===== config.mk =====
export PLATFORM = sky130hd
export DESIGN_NAME = pls_top
export DESIGN_NICKNAME = d
export VERILOG_FILES = /design/src/rtl/pls_pkg.sv /design/src/rtl/pls_led_sel.sv /design/src/rtl/pls_top.sv
export SDC_FILE = /design/constraint.sdc
export NUM_CORES = 1
export LEC_CHECK = 0
export ABC_CLOCK_PERIOD_IN_PS = 6500
export BUFFER_PORTS_ARGS = -buffer_cell sky130_fd_sc_hd__buf_2
export CAP_MARGIN = 15
export CELL_PAD_IN_SITES_DETAIL_PLACEMENT = 0
export CELL_PAD_IN_SITES_GLOBAL_PLACEMENT = 1
export CORE_AREA = 10 10 152 154
export DETAILED_ROUTE_END_ITERATION = 6
export DIE_AREA = 0 0 162 164
export PLACE_DENSITY = 0.64
export SYNTH_ARGS = -nofsm -noshare
export SYNTH_HDL_FRONTEND = slang
export SYNTH_HIERARCHICAL = 1
export SYNTH_SLANG_ARGS = --single-unit
export TNS_END_PERCENT = 5

===== constraint.sdc =====
create_clock -name core_clk_in -period 6.5 [get_ports core_clk_in]
set_input_delay 1.3 -clock core_clk_in [delete_from_list [all_inputs] [get_ports core_clk_in]]
set_output_delay 1.3 -clock core_clk_in [all_outputs]
set_load 0.005 [all_outputs]

===== src/rtl/pls_pkg.sv =====
// Shared constants and types for the PHY LED select and boot strap block
package pls_pkg;
	// Register byte offsets
	localparam logic [3:0] WAN_MISC_OFF = 4'h0;
	localparam logic [3:0] SW_CTRL0_OFF = 4'h4;
	localparam logic [3:0] FIBER_CFG_OFF = 4'h8;
	localparam logic [3:0] BOOT_STAT_OFF = 4'hC;
	localparam int ADDR_W = 4;

	// Field positions
	localparam int WAN_LED0_LSB = 0;
	localparam int WAN_LED1_LSB = 4;
	localparam int LAN_LED0_LSB = 25;
	localparam int LAN_LED1_LSB = 22;
	localparam int FX_WAN_BIT = 0;
	localparam int FX_LAN1_BIT = 1;
	localparam int STAT_RSVD_BIT = 2;
	localparam int STAT_WAN_SD_BIT = 3;
	localparam int STAT_LAN1_SD_BIT = 4;

	// Reset values and bus answers
	localparam logic [31:0] WAN_MISC_RST = 32'h0000_0000;
	localparam logic [31:0] SW_CTRL0_RST = 32'h0000_0000;
	localparam logic [1:0] FIBER_CFG_RST = 2'h0;
	localparam logic [1:0] RESP_OKAY = 2'h0;
	localparam logic [1:0] RESP_SLVERR = 2'h2;
	localparam int NUM_LAN = 4;

	// LED select codes
	typedef enum logic [2:0] {
		LED_SPEED = 3'h0,
		LED_LINK = 3'h1,
		LED_DUPLEX = 3'h2,
		LED_COLL = 3'h3,
		LED_ACT = 3'h4,
		LED_FD_COLL = 3'h5,
		LED_LINK_ACT = 3'h6,
		LED_OFF = 3'h7
	} pls_led_sel_t;

	// Boot bank 0 width strap codes
	typedef enum logic [1:0] {
		BOOT_RSVD = 2'h0,
		BOOT_BYTE = 2'h1,
		BOOT_HALF = 2'h2,
		BOOT_WORD = 2'h3
	} pls_boot_width_t;

	// Per-port PHY indications
	typedef struct packed {
		logic speed_100;
		logic link;
		logic full_duplex;
		logic collision;
		logic activity;
	} pls_port_stat_t;
endpackage


===== src/rtl/pls_led_sel.sv =====
// Per-port LED indication selector with registered LED outputs
`timescale 1ns/1ps
module pls_led_sel (
	// Clock and reset
	input wire logic clk_in,
	input wire logic rst_n_in,
	// Indications and selects
	input wire pls_pkg::pls_port_stat_t stat_in,
	input wire pls_pkg::pls_led_sel_t sel0_in,
	input wire pls_pkg::pls_led_sel_t sel1_in,
	// LEDs, active high
	output logic led0_out,
	output logic led1_out
);
	logic led0_d;
	logic led1_d;
	logic led0_q;
	logic led1_q;

	function automatic logic pick(input pls_pkg::pls_port_stat_t s,
		input pls_pkg::pls_led_sel_t sel);
		logic r;
		r = 1'b0;
		unique case (sel)
			pls_pkg::LED_SPEED: r = s.speed_100;
			pls_pkg::LED_LINK: r = s.link;
			pls_pkg::LED_DUPLEX: r = s.full_duplex;
			pls_pkg::LED_COLL: r = s.collision;
			pls_pkg::LED_ACT: r = s.activity;
			pls_pkg::LED_FD_COLL: r = s.collision & s.full_duplex;
			// On with link, blinks off on activity
			pls_pkg::LED_LINK_ACT: r = s.link & ~s.activity;
			pls_pkg::LED_OFF: r = 1'b0;
		endcase
		return r;
	endfunction

	always_comb begin
		led0_d = pick(stat_in, sel0_in);
		led1_d = pick(stat_in, sel1_in);
	end

	always_ff @(posedge clk_in or negedge rst_n_in) begin
		if (!rst_n_in) begin
			led0_q <= 1'b0;
			led1_q <= 1'b0;
		end else begin
			led0_q <= led0_d;
			led1_q <= led1_d;
		end
	end

	assign led0_out = led0_q;
	assign led1_out = led1_q;
endmodule // pls_led_sel


===== src/rtl/pls_top.sv =====
// PHY LED select, boot width strap capture and fiber signal detect, AXI4-Lite registers
//
// Function
// - WAN LED pin 0 shows the indication chosen by WAN misc control bits [2:0].
// - WAN LED pin 1 shows the indication chosen by WAN misc control bits [6:4].
// - Each LAN port LED pin 0 shows the choice of switch control 0 bits [27:25].
// - Each LAN port LED pin 1 shows the choice of switch control 0 bits [24:22].
// - Select codes 0 speed, 1 link, 2 duplex, 3 coll, 4 activity, 5 FD coll, 6 link/act.
// - In reset both WAN LED pins are inputs, captured as the boot bank 0 width strap.
// - Strap decodes 01 byte, 10 half-word, 11 word; 00 is reserved and must not be strapped.
// - In WAN fiber mode the WAN signal-detect input serves as link detection.
// - In LAN1 fiber mode the LAN1 signal-detect input serves as link detection.
//
// The address map and the AXI4-Lite slave port were chosen for this implementation.
`timescale 1ns/1ps
module pls_top (
	// Clock and reset
	input wire logic core_clk_in,
	input wire logic chip_reset_n_in,
	// AXI4-Lite write address and data
	input wire logic [pls_pkg::ADDR_W-1:0] s_axi_awaddr_in,
	input wire logic s_axi_awvalid_in,
	output logic s_axi_awready_out,
	input wire logic [31:0] s_axi_wdata_in,
	input wire logic [3:0] s_axi_wstrb_in,
	input wire logic s_axi_wvalid_in,
	output logic s_axi_wready_out,
	// AXI4-Lite write response
	output logic [1:0] s_axi_bresp_out,
	output logic s_axi_bvalid_out,
	input wire logic s_axi_bready_in,
	// AXI4-Lite read
	input wire logic [pls_pkg::ADDR_W-1:0] s_axi_araddr_in,
	input wire logic s_axi_arvalid_in,
	output logic s_axi_arready_out,
	output logic [31:0] s_axi_rdata_out,
	output logic [1:0] s_axi_rresp_out,
	output logic s_axi_rvalid_out,
	input wire logic s_axi_rready_in,
	// PHY indications
	input wire pls_pkg::pls_port_stat_t wan_stat_in,
	input wire pls_pkg::pls_port_stat_t [pls_pkg::NUM_LAN-1:0] lan_stat_in,
	// Fiber signal detect
	input wire logic wan_fiber_signal_detect_in,
	input wire logic lan1_fiber_signal_detect_in,
	// WAN LED pins shared with the boot width strap
	input wire logic wan_led_pin0_in,
	output logic wan_led_pin0_out,
	output logic wan_led_pin0_oe_n_out,
	input wire logic wan_led_pin1_in,
	output logic wan_led_pin1_out,
	output logic wan_led_pin1_oe_n_out,
	// LAN LED pins, bit 0 is port 1
	output logic [pls_pkg::NUM_LAN-1:0] lan_port_led_pin0_out,
	output logic [pls_pkg::NUM_LAN-1:0] lan_port_led_pin1_out,
	// Captured boot bank 0 width
	output pls_pkg::pls_boot_width_t boot_bank_width_strap_out
);
	////////////////////////////////////////////////////////////////////////////////
	// Reset release through two flip-flops
	logic rst_meta_q;
	logic rst_n_q;
	always_ff @(posedge core_clk_in or negedge chip_reset_n_in) begin
		if (!chip_reset_n_in) begin
			rst_meta_q <= 1'b0;
			rst_n_q <= 1'b0;
		end else begin
			rst_meta_q <= 1'b1;
			rst_n_q <= rst_meta_q;
		end
	end
	////////////////////////////////////////////////////////////////////////////////
	// Boot width strap capture
	pls_pkg::pls_boot_width_t strap_d;
	pls_pkg::pls_boot_width_t strap_q;
	logic oe_n_d;
	logic oe_n_q;
	always_comb begin
		strap_d = strap_q;
		if (!rst_n_q) begin
			strap_d = pls_pkg::pls_boot_width_t'({wan_led_pin1_in, wan_led_pin0_in});
		end
		oe_n_d = ~rst_n_q;
	end
	// Sampled on every edge while reset is held, so no asynchronous reset here
	always_ff @(posedge core_clk_in) begin
		strap_q <= strap_d;
	end
	// Pins float as inputs from the moment reset goes low
	always_ff @(posedge core_clk_in or negedge chip_reset_n_in) begin
		if (!chip_reset_n_in) begin
			oe_n_q <= 1'b1;
		end else begin
			oe_n_q <= oe_n_d;
		end
	end
	////////////////////////////////////////////////////////////////////////////////
	// AXI4-Lite slave
	logic [31:0] wan_misc_d;
	logic [31:0] wan_misc_q;
	logic [31:0] sw_ctrl0_d;
	logic [31:0] sw_ctrl0_q;
	logic [1:0] fiber_cfg_d;
	logic [1:0] fiber_cfg_q;
	logic aw_have_d;
	logic aw_have_q;
	logic w_have_d;
	logic w_have_q;
	logic [pls_pkg::ADDR_W-1:0] awaddr_d;
	logic [pls_pkg::ADDR_W-1:0] awaddr_q;
	logic [31:0] wdata_d;
	logic [31:0] wdata_q;
	logic [3:0] wstrb_d;
	logic [3:0] wstrb_q;
	logic bvalid_d;
	logic bvalid_q;
	logic [1:0] bresp_d;
	logic [1:0] bresp_q;
	logic rvalid_d;
	logic rvalid_q;
	logic [31:0] rdata_d;
	logic [31:0] rdata_q;
	logic [1:0] rresp_d;
	logic [1:0] rresp_q;
	logic [31:0] boot_stat;
	logic [31:0] bmask;
	always_comb begin
		boot_stat = '0;
		boot_stat[1:0] = strap_q;
		boot_stat[pls_pkg::STAT_RSVD_BIT] = (strap_q == pls_pkg::BOOT_RSVD);
		boot_stat[pls_pkg::STAT_WAN_SD_BIT] = wan_fiber_signal_detect_in;
		boot_stat[pls_pkg::STAT_LAN1_SD_BIT] = lan1_fiber_signal_detect_in;
	end
	assign s_axi_awready_out = ~aw_have_q & ~bvalid_q;
	assign s_axi_wready_out = ~w_have_q & ~bvalid_q;
	assign s_axi_arready_out = ~rvalid_q;

	always_comb begin
		wan_misc_d = wan_misc_q;
		sw_ctrl0_d = sw_ctrl0_q;
		fiber_cfg_d = fiber_cfg_q;
		aw_have_d = aw_have_q;
		w_have_d = w_have_q;
		awaddr_d = awaddr_q;
		wdata_d = wdata_q;
		wstrb_d = wstrb_q;
		bvalid_d = bvalid_q;
		bresp_d = bresp_q;
		rvalid_d = rvalid_q;
		rdata_d = rdata_q;
		rresp_d = rresp_q;
		bmask = '0;
		for (int i = 0; i < 4; i++) begin
			bmask[i*8 +: 8] = {8{wstrb_q[i]}};
		end
		if (s_axi_awvalid_in && s_axi_awready_out) begin
			aw_have_d = 1'b1;
			awaddr_d = s_axi_awaddr_in;
		end
		if (s_axi_wvalid_in && s_axi_wready_out) begin
			w_have_d = 1'b1;
			wdata_d = s_axi_wdata_in;
			wstrb_d = s_axi_wstrb_in;
		end
		if (aw_have_q && w_have_q) begin
			aw_have_d = 1'b0;
			w_have_d = 1'b0;
			bvalid_d = 1'b1;
			bresp_d = pls_pkg::RESP_OKAY;
			unique case ({awaddr_q[pls_pkg::ADDR_W-1:2], 2'h0})
				pls_pkg::WAN_MISC_OFF:
					wan_misc_d = (wan_misc_q & ~bmask) | (wdata_q & bmask);
				pls_pkg::SW_CTRL0_OFF:
					sw_ctrl0_d = (sw_ctrl0_q & ~bmask) | (wdata_q & bmask);
				pls_pkg::FIBER_CFG_OFF: begin
					if (wstrb_q[0]) begin
						fiber_cfg_d = wdata_q[1:0];
					end
				end
				default: bresp_d = pls_pkg::RESP_SLVERR;
			endcase
		end
		if (bvalid_q && s_axi_bready_in) begin
			bvalid_d = 1'b0;
		end
		if (rvalid_q && s_axi_rready_in) begin
			rvalid_d = 1'b0;
		end
		if (s_axi_arvalid_in && s_axi_arready_out) begin
			rvalid_d = 1'b1;
			rresp_d = pls_pkg::RESP_OKAY;
			rdata_d = '0;
			unique case ({s_axi_araddr_in[pls_pkg::ADDR_W-1:2], 2'h0})
				pls_pkg::WAN_MISC_OFF: rdata_d = wan_misc_q;
				pls_pkg::SW_CTRL0_OFF: rdata_d = sw_ctrl0_q;
				pls_pkg::FIBER_CFG_OFF: rdata_d[1:0] = fiber_cfg_q;
				pls_pkg::BOOT_STAT_OFF: rdata_d = boot_stat;
				default: rresp_d = pls_pkg::RESP_SLVERR;
			endcase
		end
	end

	always_ff @(posedge core_clk_in or negedge rst_n_q) begin
		if (!rst_n_q) begin
			wan_misc_q <= pls_pkg::WAN_MISC_RST;
			sw_ctrl0_q <= pls_pkg::SW_CTRL0_RST;
			fiber_cfg_q <= pls_pkg::FIBER_CFG_RST;
			aw_have_q <= 1'b0;
			w_have_q <= 1'b0;
			awaddr_q <= '0;
			wdata_q <= '0;
			wstrb_q <= '0;
			bvalid_q <= 1'b0;
			bresp_q <= pls_pkg::RESP_OKAY;
			rvalid_q <= 1'b0;
			rdata_q <= '0;
			rresp_q <= pls_pkg::RESP_OKAY;
		end else begin
			wan_misc_q <= wan_misc_d;
			sw_ctrl0_q <= sw_ctrl0_d;
			fiber_cfg_q <= fiber_cfg_d;
			aw_have_q <= aw_have_d;
			w_have_q <= w_have_d;
			awaddr_q <= awaddr_d;
			wdata_q <= wdata_d;
			wstrb_q <= wstrb_d;
			bvalid_q <= bvalid_d;
			bresp_q <= bresp_d;
			rvalid_q <= rvalid_d;
			rdata_q <= rdata_d;
			rresp_q <= rresp_d;
		end
	end

	assign s_axi_bvalid_out = bvalid_q;
	assign s_axi_bresp_out = bresp_q;
	assign s_axi_rvalid_out = rvalid_q;
	assign s_axi_rdata_out = rdata_q;
	assign s_axi_rresp_out = rresp_q;

	////////////////////////////////////////////////////////////////////////////////
	// Indication routing and LED selection; index 0 is WAN, 1..4 are LAN ports
	pls_pkg::pls_port_stat_t [pls_pkg::NUM_LAN:0] stat;
	pls_pkg::pls_led_sel_t [pls_pkg::NUM_LAN:0] sel0;
	pls_pkg::pls_led_sel_t [pls_pkg::NUM_LAN:0] sel1;
	logic [pls_pkg::NUM_LAN:0] led0;
	logic [pls_pkg::NUM_LAN:0] led1;

	always_comb begin
		stat[0] = wan_stat_in;
		if (fiber_cfg_q[pls_pkg::FX_WAN_BIT]) begin
			stat[0].link = wan_fiber_signal_detect_in;
		end
		stat[pls_pkg::NUM_LAN:1] = lan_stat_in;
		if (fiber_cfg_q[pls_pkg::FX_LAN1_BIT]) begin
			stat[1].link = lan1_fiber_signal_detect_in;
		end
	end

	genvar p;
	generate
		for (p = 0; p <= pls_pkg::NUM_LAN; p++) begin : g_port
			if (p == 0) begin : g_wan
				assign sel0[p] = pls_pkg::pls_led_sel_t'(
					wan_misc_q[pls_pkg::WAN_LED0_LSB +: 3]);
				assign sel1[p] = pls_pkg::pls_led_sel_t'(
					wan_misc_q[pls_pkg::WAN_LED1_LSB +: 3]);
			end else begin : g_lan
				assign sel0[p] = pls_pkg::pls_led_sel_t'(
					sw_ctrl0_q[pls_pkg::LAN_LED0_LSB +: 3]);
				assign sel1[p] = pls_pkg::pls_led_sel_t'(
					sw_ctrl0_q[pls_pkg::LAN_LED1_LSB +: 3]);
			end
			pls_led_sel u_sel (
				.clk_in(core_clk_in),
				.rst_n_in(rst_n_q),
				.stat_in(stat[p]),
				.sel0_in(sel0[p]),
				.sel1_in(sel1[p]),
				.led0_out(led0[p]),
				.led1_out(led1[p])
			);
		end
	endgenerate

	////////////////////////////////////////////////////////////////////////////////
	// Pin outputs
	assign wan_led_pin0_out = led0[0];
	assign wan_led_pin1_out = led1[0];
	assign wan_led_pin0_oe_n_out = oe_n_q;
	assign wan_led_pin1_oe_n_out = oe_n_q;
	assign lan_port_led_pin0_out = led0[pls_pkg::NUM_LAN:1];
	assign lan_port_led_pin1_out = led1[pls_pkg::NUM_LAN:1];
	assign boot_bank_width_strap_out = strap_q;
endmodule // pls_top


==> results_dict.tcl <==
set metrics [dict create \
    numPortBuffers 127 \
    r2r_cells 3 \
    timing.reg2reg.setup_slack_ns 4.38 \
    flow.area_growth_from_synthesis_pct 21.6 \
    finalWorstPathRequiredPeriod_ns 2.62 \
    r2r_end "wdata_q[24]$_DFFE_PN0P_" \
    finish.utilization_pct 41.7 \
    ir_worst_vdd_mv 0.205 \
    gr-usage-met1_pct 15.6 \
    max_cap_viol_count 0 \
    total_leakage_power_nw 3.90 \
    slew-limit-headroom_pct 27.4 \
    drt_pre_antenna_iters 4 \
    seq_power_share_pct 46.8 \
    insertion_delay_ns 0.42 \
    detail_route.iter0.violations 191 \
    drtAntennaViolNets 0 \
    outcome "complete, no violations" \
    num_io_pins 135 \
    cts_made_buffers 17 \
    die_y_microns 164 \
    fin_worst_skew_ns 0.00805 \
    post_cts_resized 0 \
    clock_sinks 156 \
    h_tree_depth_reported_by_cts 4 \
    setup_viol 0 \
    worst-endpoint-arrival_ns 2.88 \
    internal_power_mw 2.66 \
    globalRouteMet3Util_pct 4.08 \
    gp_congestion 0.777 \
    tritoncts "done" \
    antenna_violations_before_repair 0 \
    ys.warnings.count 6 \
    drc 0 \
    placement_rows 52 \
    diodes 0 \
    worstSetupPathType "primary input to register" \
    routedWlPerCell_microns 18.0 \
    yosys.cell_types.count 41 \
    floorplan.die_area_sq_mm 0.0266 \
    fp.coreArea_sq_mm 0.0200 \
    postPlaceCellArea_sq_mm 0.00772 \
    synth_enable_flop_cells 2 \
    postCtsSetupBuffers 0 \
    mappedNetlistArea_sq_mm 0.00687 \
    switching_power_mw 1.16 \
    report.final.hold_viol_count 0 \
    postSynth.asyncResetShare_pct 98.7 \
    synth_top_area_share_pct 55.8 \
    synth_seq_area_share_pct 57.0 \
    grt_pass1_vias 4958 \
    clk_pin_slew_worst_paths_ns 0.06 \
    worst-endpoint-required_ns 6.76 \
    synth_area_leader_cell "dfrtp_1" \
    r2r_start "s_axi_bvalid_out$_DFFE_PN0P_" \
    drive_above_1_share_pct 44.1 \
    globalRouteMet2Util_pct 21.2 \
    grt_remaining_overflow 0 \
    synth-seq-cells 156 \
    critPathCaptureType "register" \
    setup.worst_path.end "s_axi_rdata_out[27]$_DFFE_PN0P_" \
    timing.critical_path.fanout_max 34 \
    cts.hold.buffers_added 0 \
    critical_path.startpoint "s_axi_arvalid_in" \
    start_kind "primary input" \
    switching_share_pct 30.3 \
    power_density_mw_per_mm2 458 \
    final_area_sq_mm 0.00835 \
    power.combinational.fraction_pct 26.7 \
    ys_dominant_reg_cell "dfrtp_1" \
    most_crowded_layer_gr "met2" \
    synthesis.area_per_instance_sq_um 13.5 \
    grt_pass1_wl_mm 26.9 \
    finish.net_count 718 \
    clockPowerShare_pct 26.5 \
    buffer_depth_of_the_longest_clock_path 2 \
    tightestPinTransition_ns 1.09 \
    cts_root_buf "clkbuf_16" \
    floorplan.die.width_microns 162 \
    drv_slew 0 \
    final_min_period_over_clock_period_pct 40.2 \
    routed_wirelength_mm 16.5 \
    initial_utilization_pct 34.3 \
    place_hpwl_mm 11.4 \
    overall_via_count_from_detail_route 4414 \
    grt_setup_unrepaired "no" \
    routed_via_density 4.79 \
    maximum_number_of_pins_on_one_net_before_global_route_repair 80 \
    achievable-frequency_mhz 382 \
    grt_util_all_layers_pct 12.8 \
    holdCritPathClass "register to async pin" \
    fin_setup_tns_ns 0 \
    gate_count_of_the_mapped_netlist 508 \
    synthTopCellsByArea "dfrtp_1 (56%), mux2_2 (18%), mux2i_1 (5.2%)" \
]
## layout by cell type (no fill, tap or decap), types with 4 or more instances in the layout
cell	n
a21boi_0	5
mux2_2	107
a221oi_1	5
nor2_1	7
dfrtp_1	152
o22a_1	5
and3b_1	5
clkinvlp_4	4
o21ai_0	37
conb_1	4
clkbuf_16	17
nor2b_1	20
a2111oi_0	5
buf_2	127
mux2_1	4
mux2i_1	36
a21oi_1	5
nand2_1	39
mux4_2	7
nand3b_1	5
and2_0	5
nand2b_1	5
o21ai_1	5
## cells in the mapped netlist (6+ instances only)
cell type / number
nand2_1: 39
buf_6: 7
nor2_1: 7
mux2_2: 107
nor2b_1: 20
o21ai_0: 37
nand2b_1: 6
dfrtp_1: 153
mux2i_1: 36
mux4_2: 7
## final cells by class
cell class              count  area (sq um)
fillers                  1959         11700
flip-flops and latches    156          3920
multi-input cells         330          2800
repair buffers            130           678
clock buffers              22           464
well taps                 270           338
clock inverters            10           139
inverters                   3          11.3
## kinds of logic after synthesis
kind of cell / share of synthesized area (%)
and+or+nand+nor: 8.60
muxes: 25.7
DFF: 57.0
AOI/OAI and AO/OA: 6.12
other: 0.109
buffers and inverters: 2.41
## per-stage QoR
stage	setup WS, ns	hold slack (ns)	power, mW	std cells
5_1_grt	3.77	0.180	4.10	921
2_1_floorplan	1.90	0.331	2.47	510
3_3_place_gp	3.44	0.339	2.77	888
3_5_place_dp	3.39	0.340	2.85	888
4_1_cts	3.84	0.357	3.88	920
6_report	3.88	0.170	3.82	921
## power by group through the flow
stage / registers (mW) / logic (mW) / clock network [mW]
finish: 1.79 / 1.02 / 1.01
global route: 1.86 / 1.15 / 1.09
CTS: 1.80 / 1.04 / 1.04
detailed placement: 1.82 / 1.03 / 0
global placement: 1.78 / 0.993 / 0
floorplan: 1.71 / 0.761 / 0
## critical path, stage by stage
cell	delay [ns]
buf_2	0.10
nand2b_2	0.59
or2_2	0.66
o21ai_0	0.21
## how the worst min path moves through the flow
stage / end / from / cells past startpoint / slack (ns)
final: s_axi_rdata_out[2]$_DFFE_PN0P_ / rst_n_q$_DFF_PN0_ / 0 / 0.17
after global routing: s_axi_rdata_out[2]$_DFFE_PN0P_ / rst_n_q$_DFF_PN0_ / 0 / 0.18
after CTS: rst_n_q$_DFF_PN0_ / rst_meta_q$_DFF_PN0_ / 0 / 0.36
after floorplan: rst_n_q$_DFF_PN0_ / rst_meta_q$_DFF_PN0_ / 0 / 0.33
after detailed placement: rst_n_q$_DFF_PN0_ / rst_meta_q$_DFF_PN0_ / 0 / 0.34
after global placement: rst_n_q$_DFF_PN0_ / rst_meta_q$_DFF_PN0_ / 0 / 0.34
## metal layers
| metal | wire, microns | part of all wire (%) | up-vias |
|---|---|---|---|
| met1 | 7360 | 44 | 2239 |
| met4 | 198 | 1.2 | 0 |
| met5 | 0 | 0 | - |
| met3 | 776 | 4.7 | 13 |
| met2 | 8200 | 50 | 87 |
| li1 | - | - | 2075 |
Note: power is estimated with default switching activity, not from simulation.
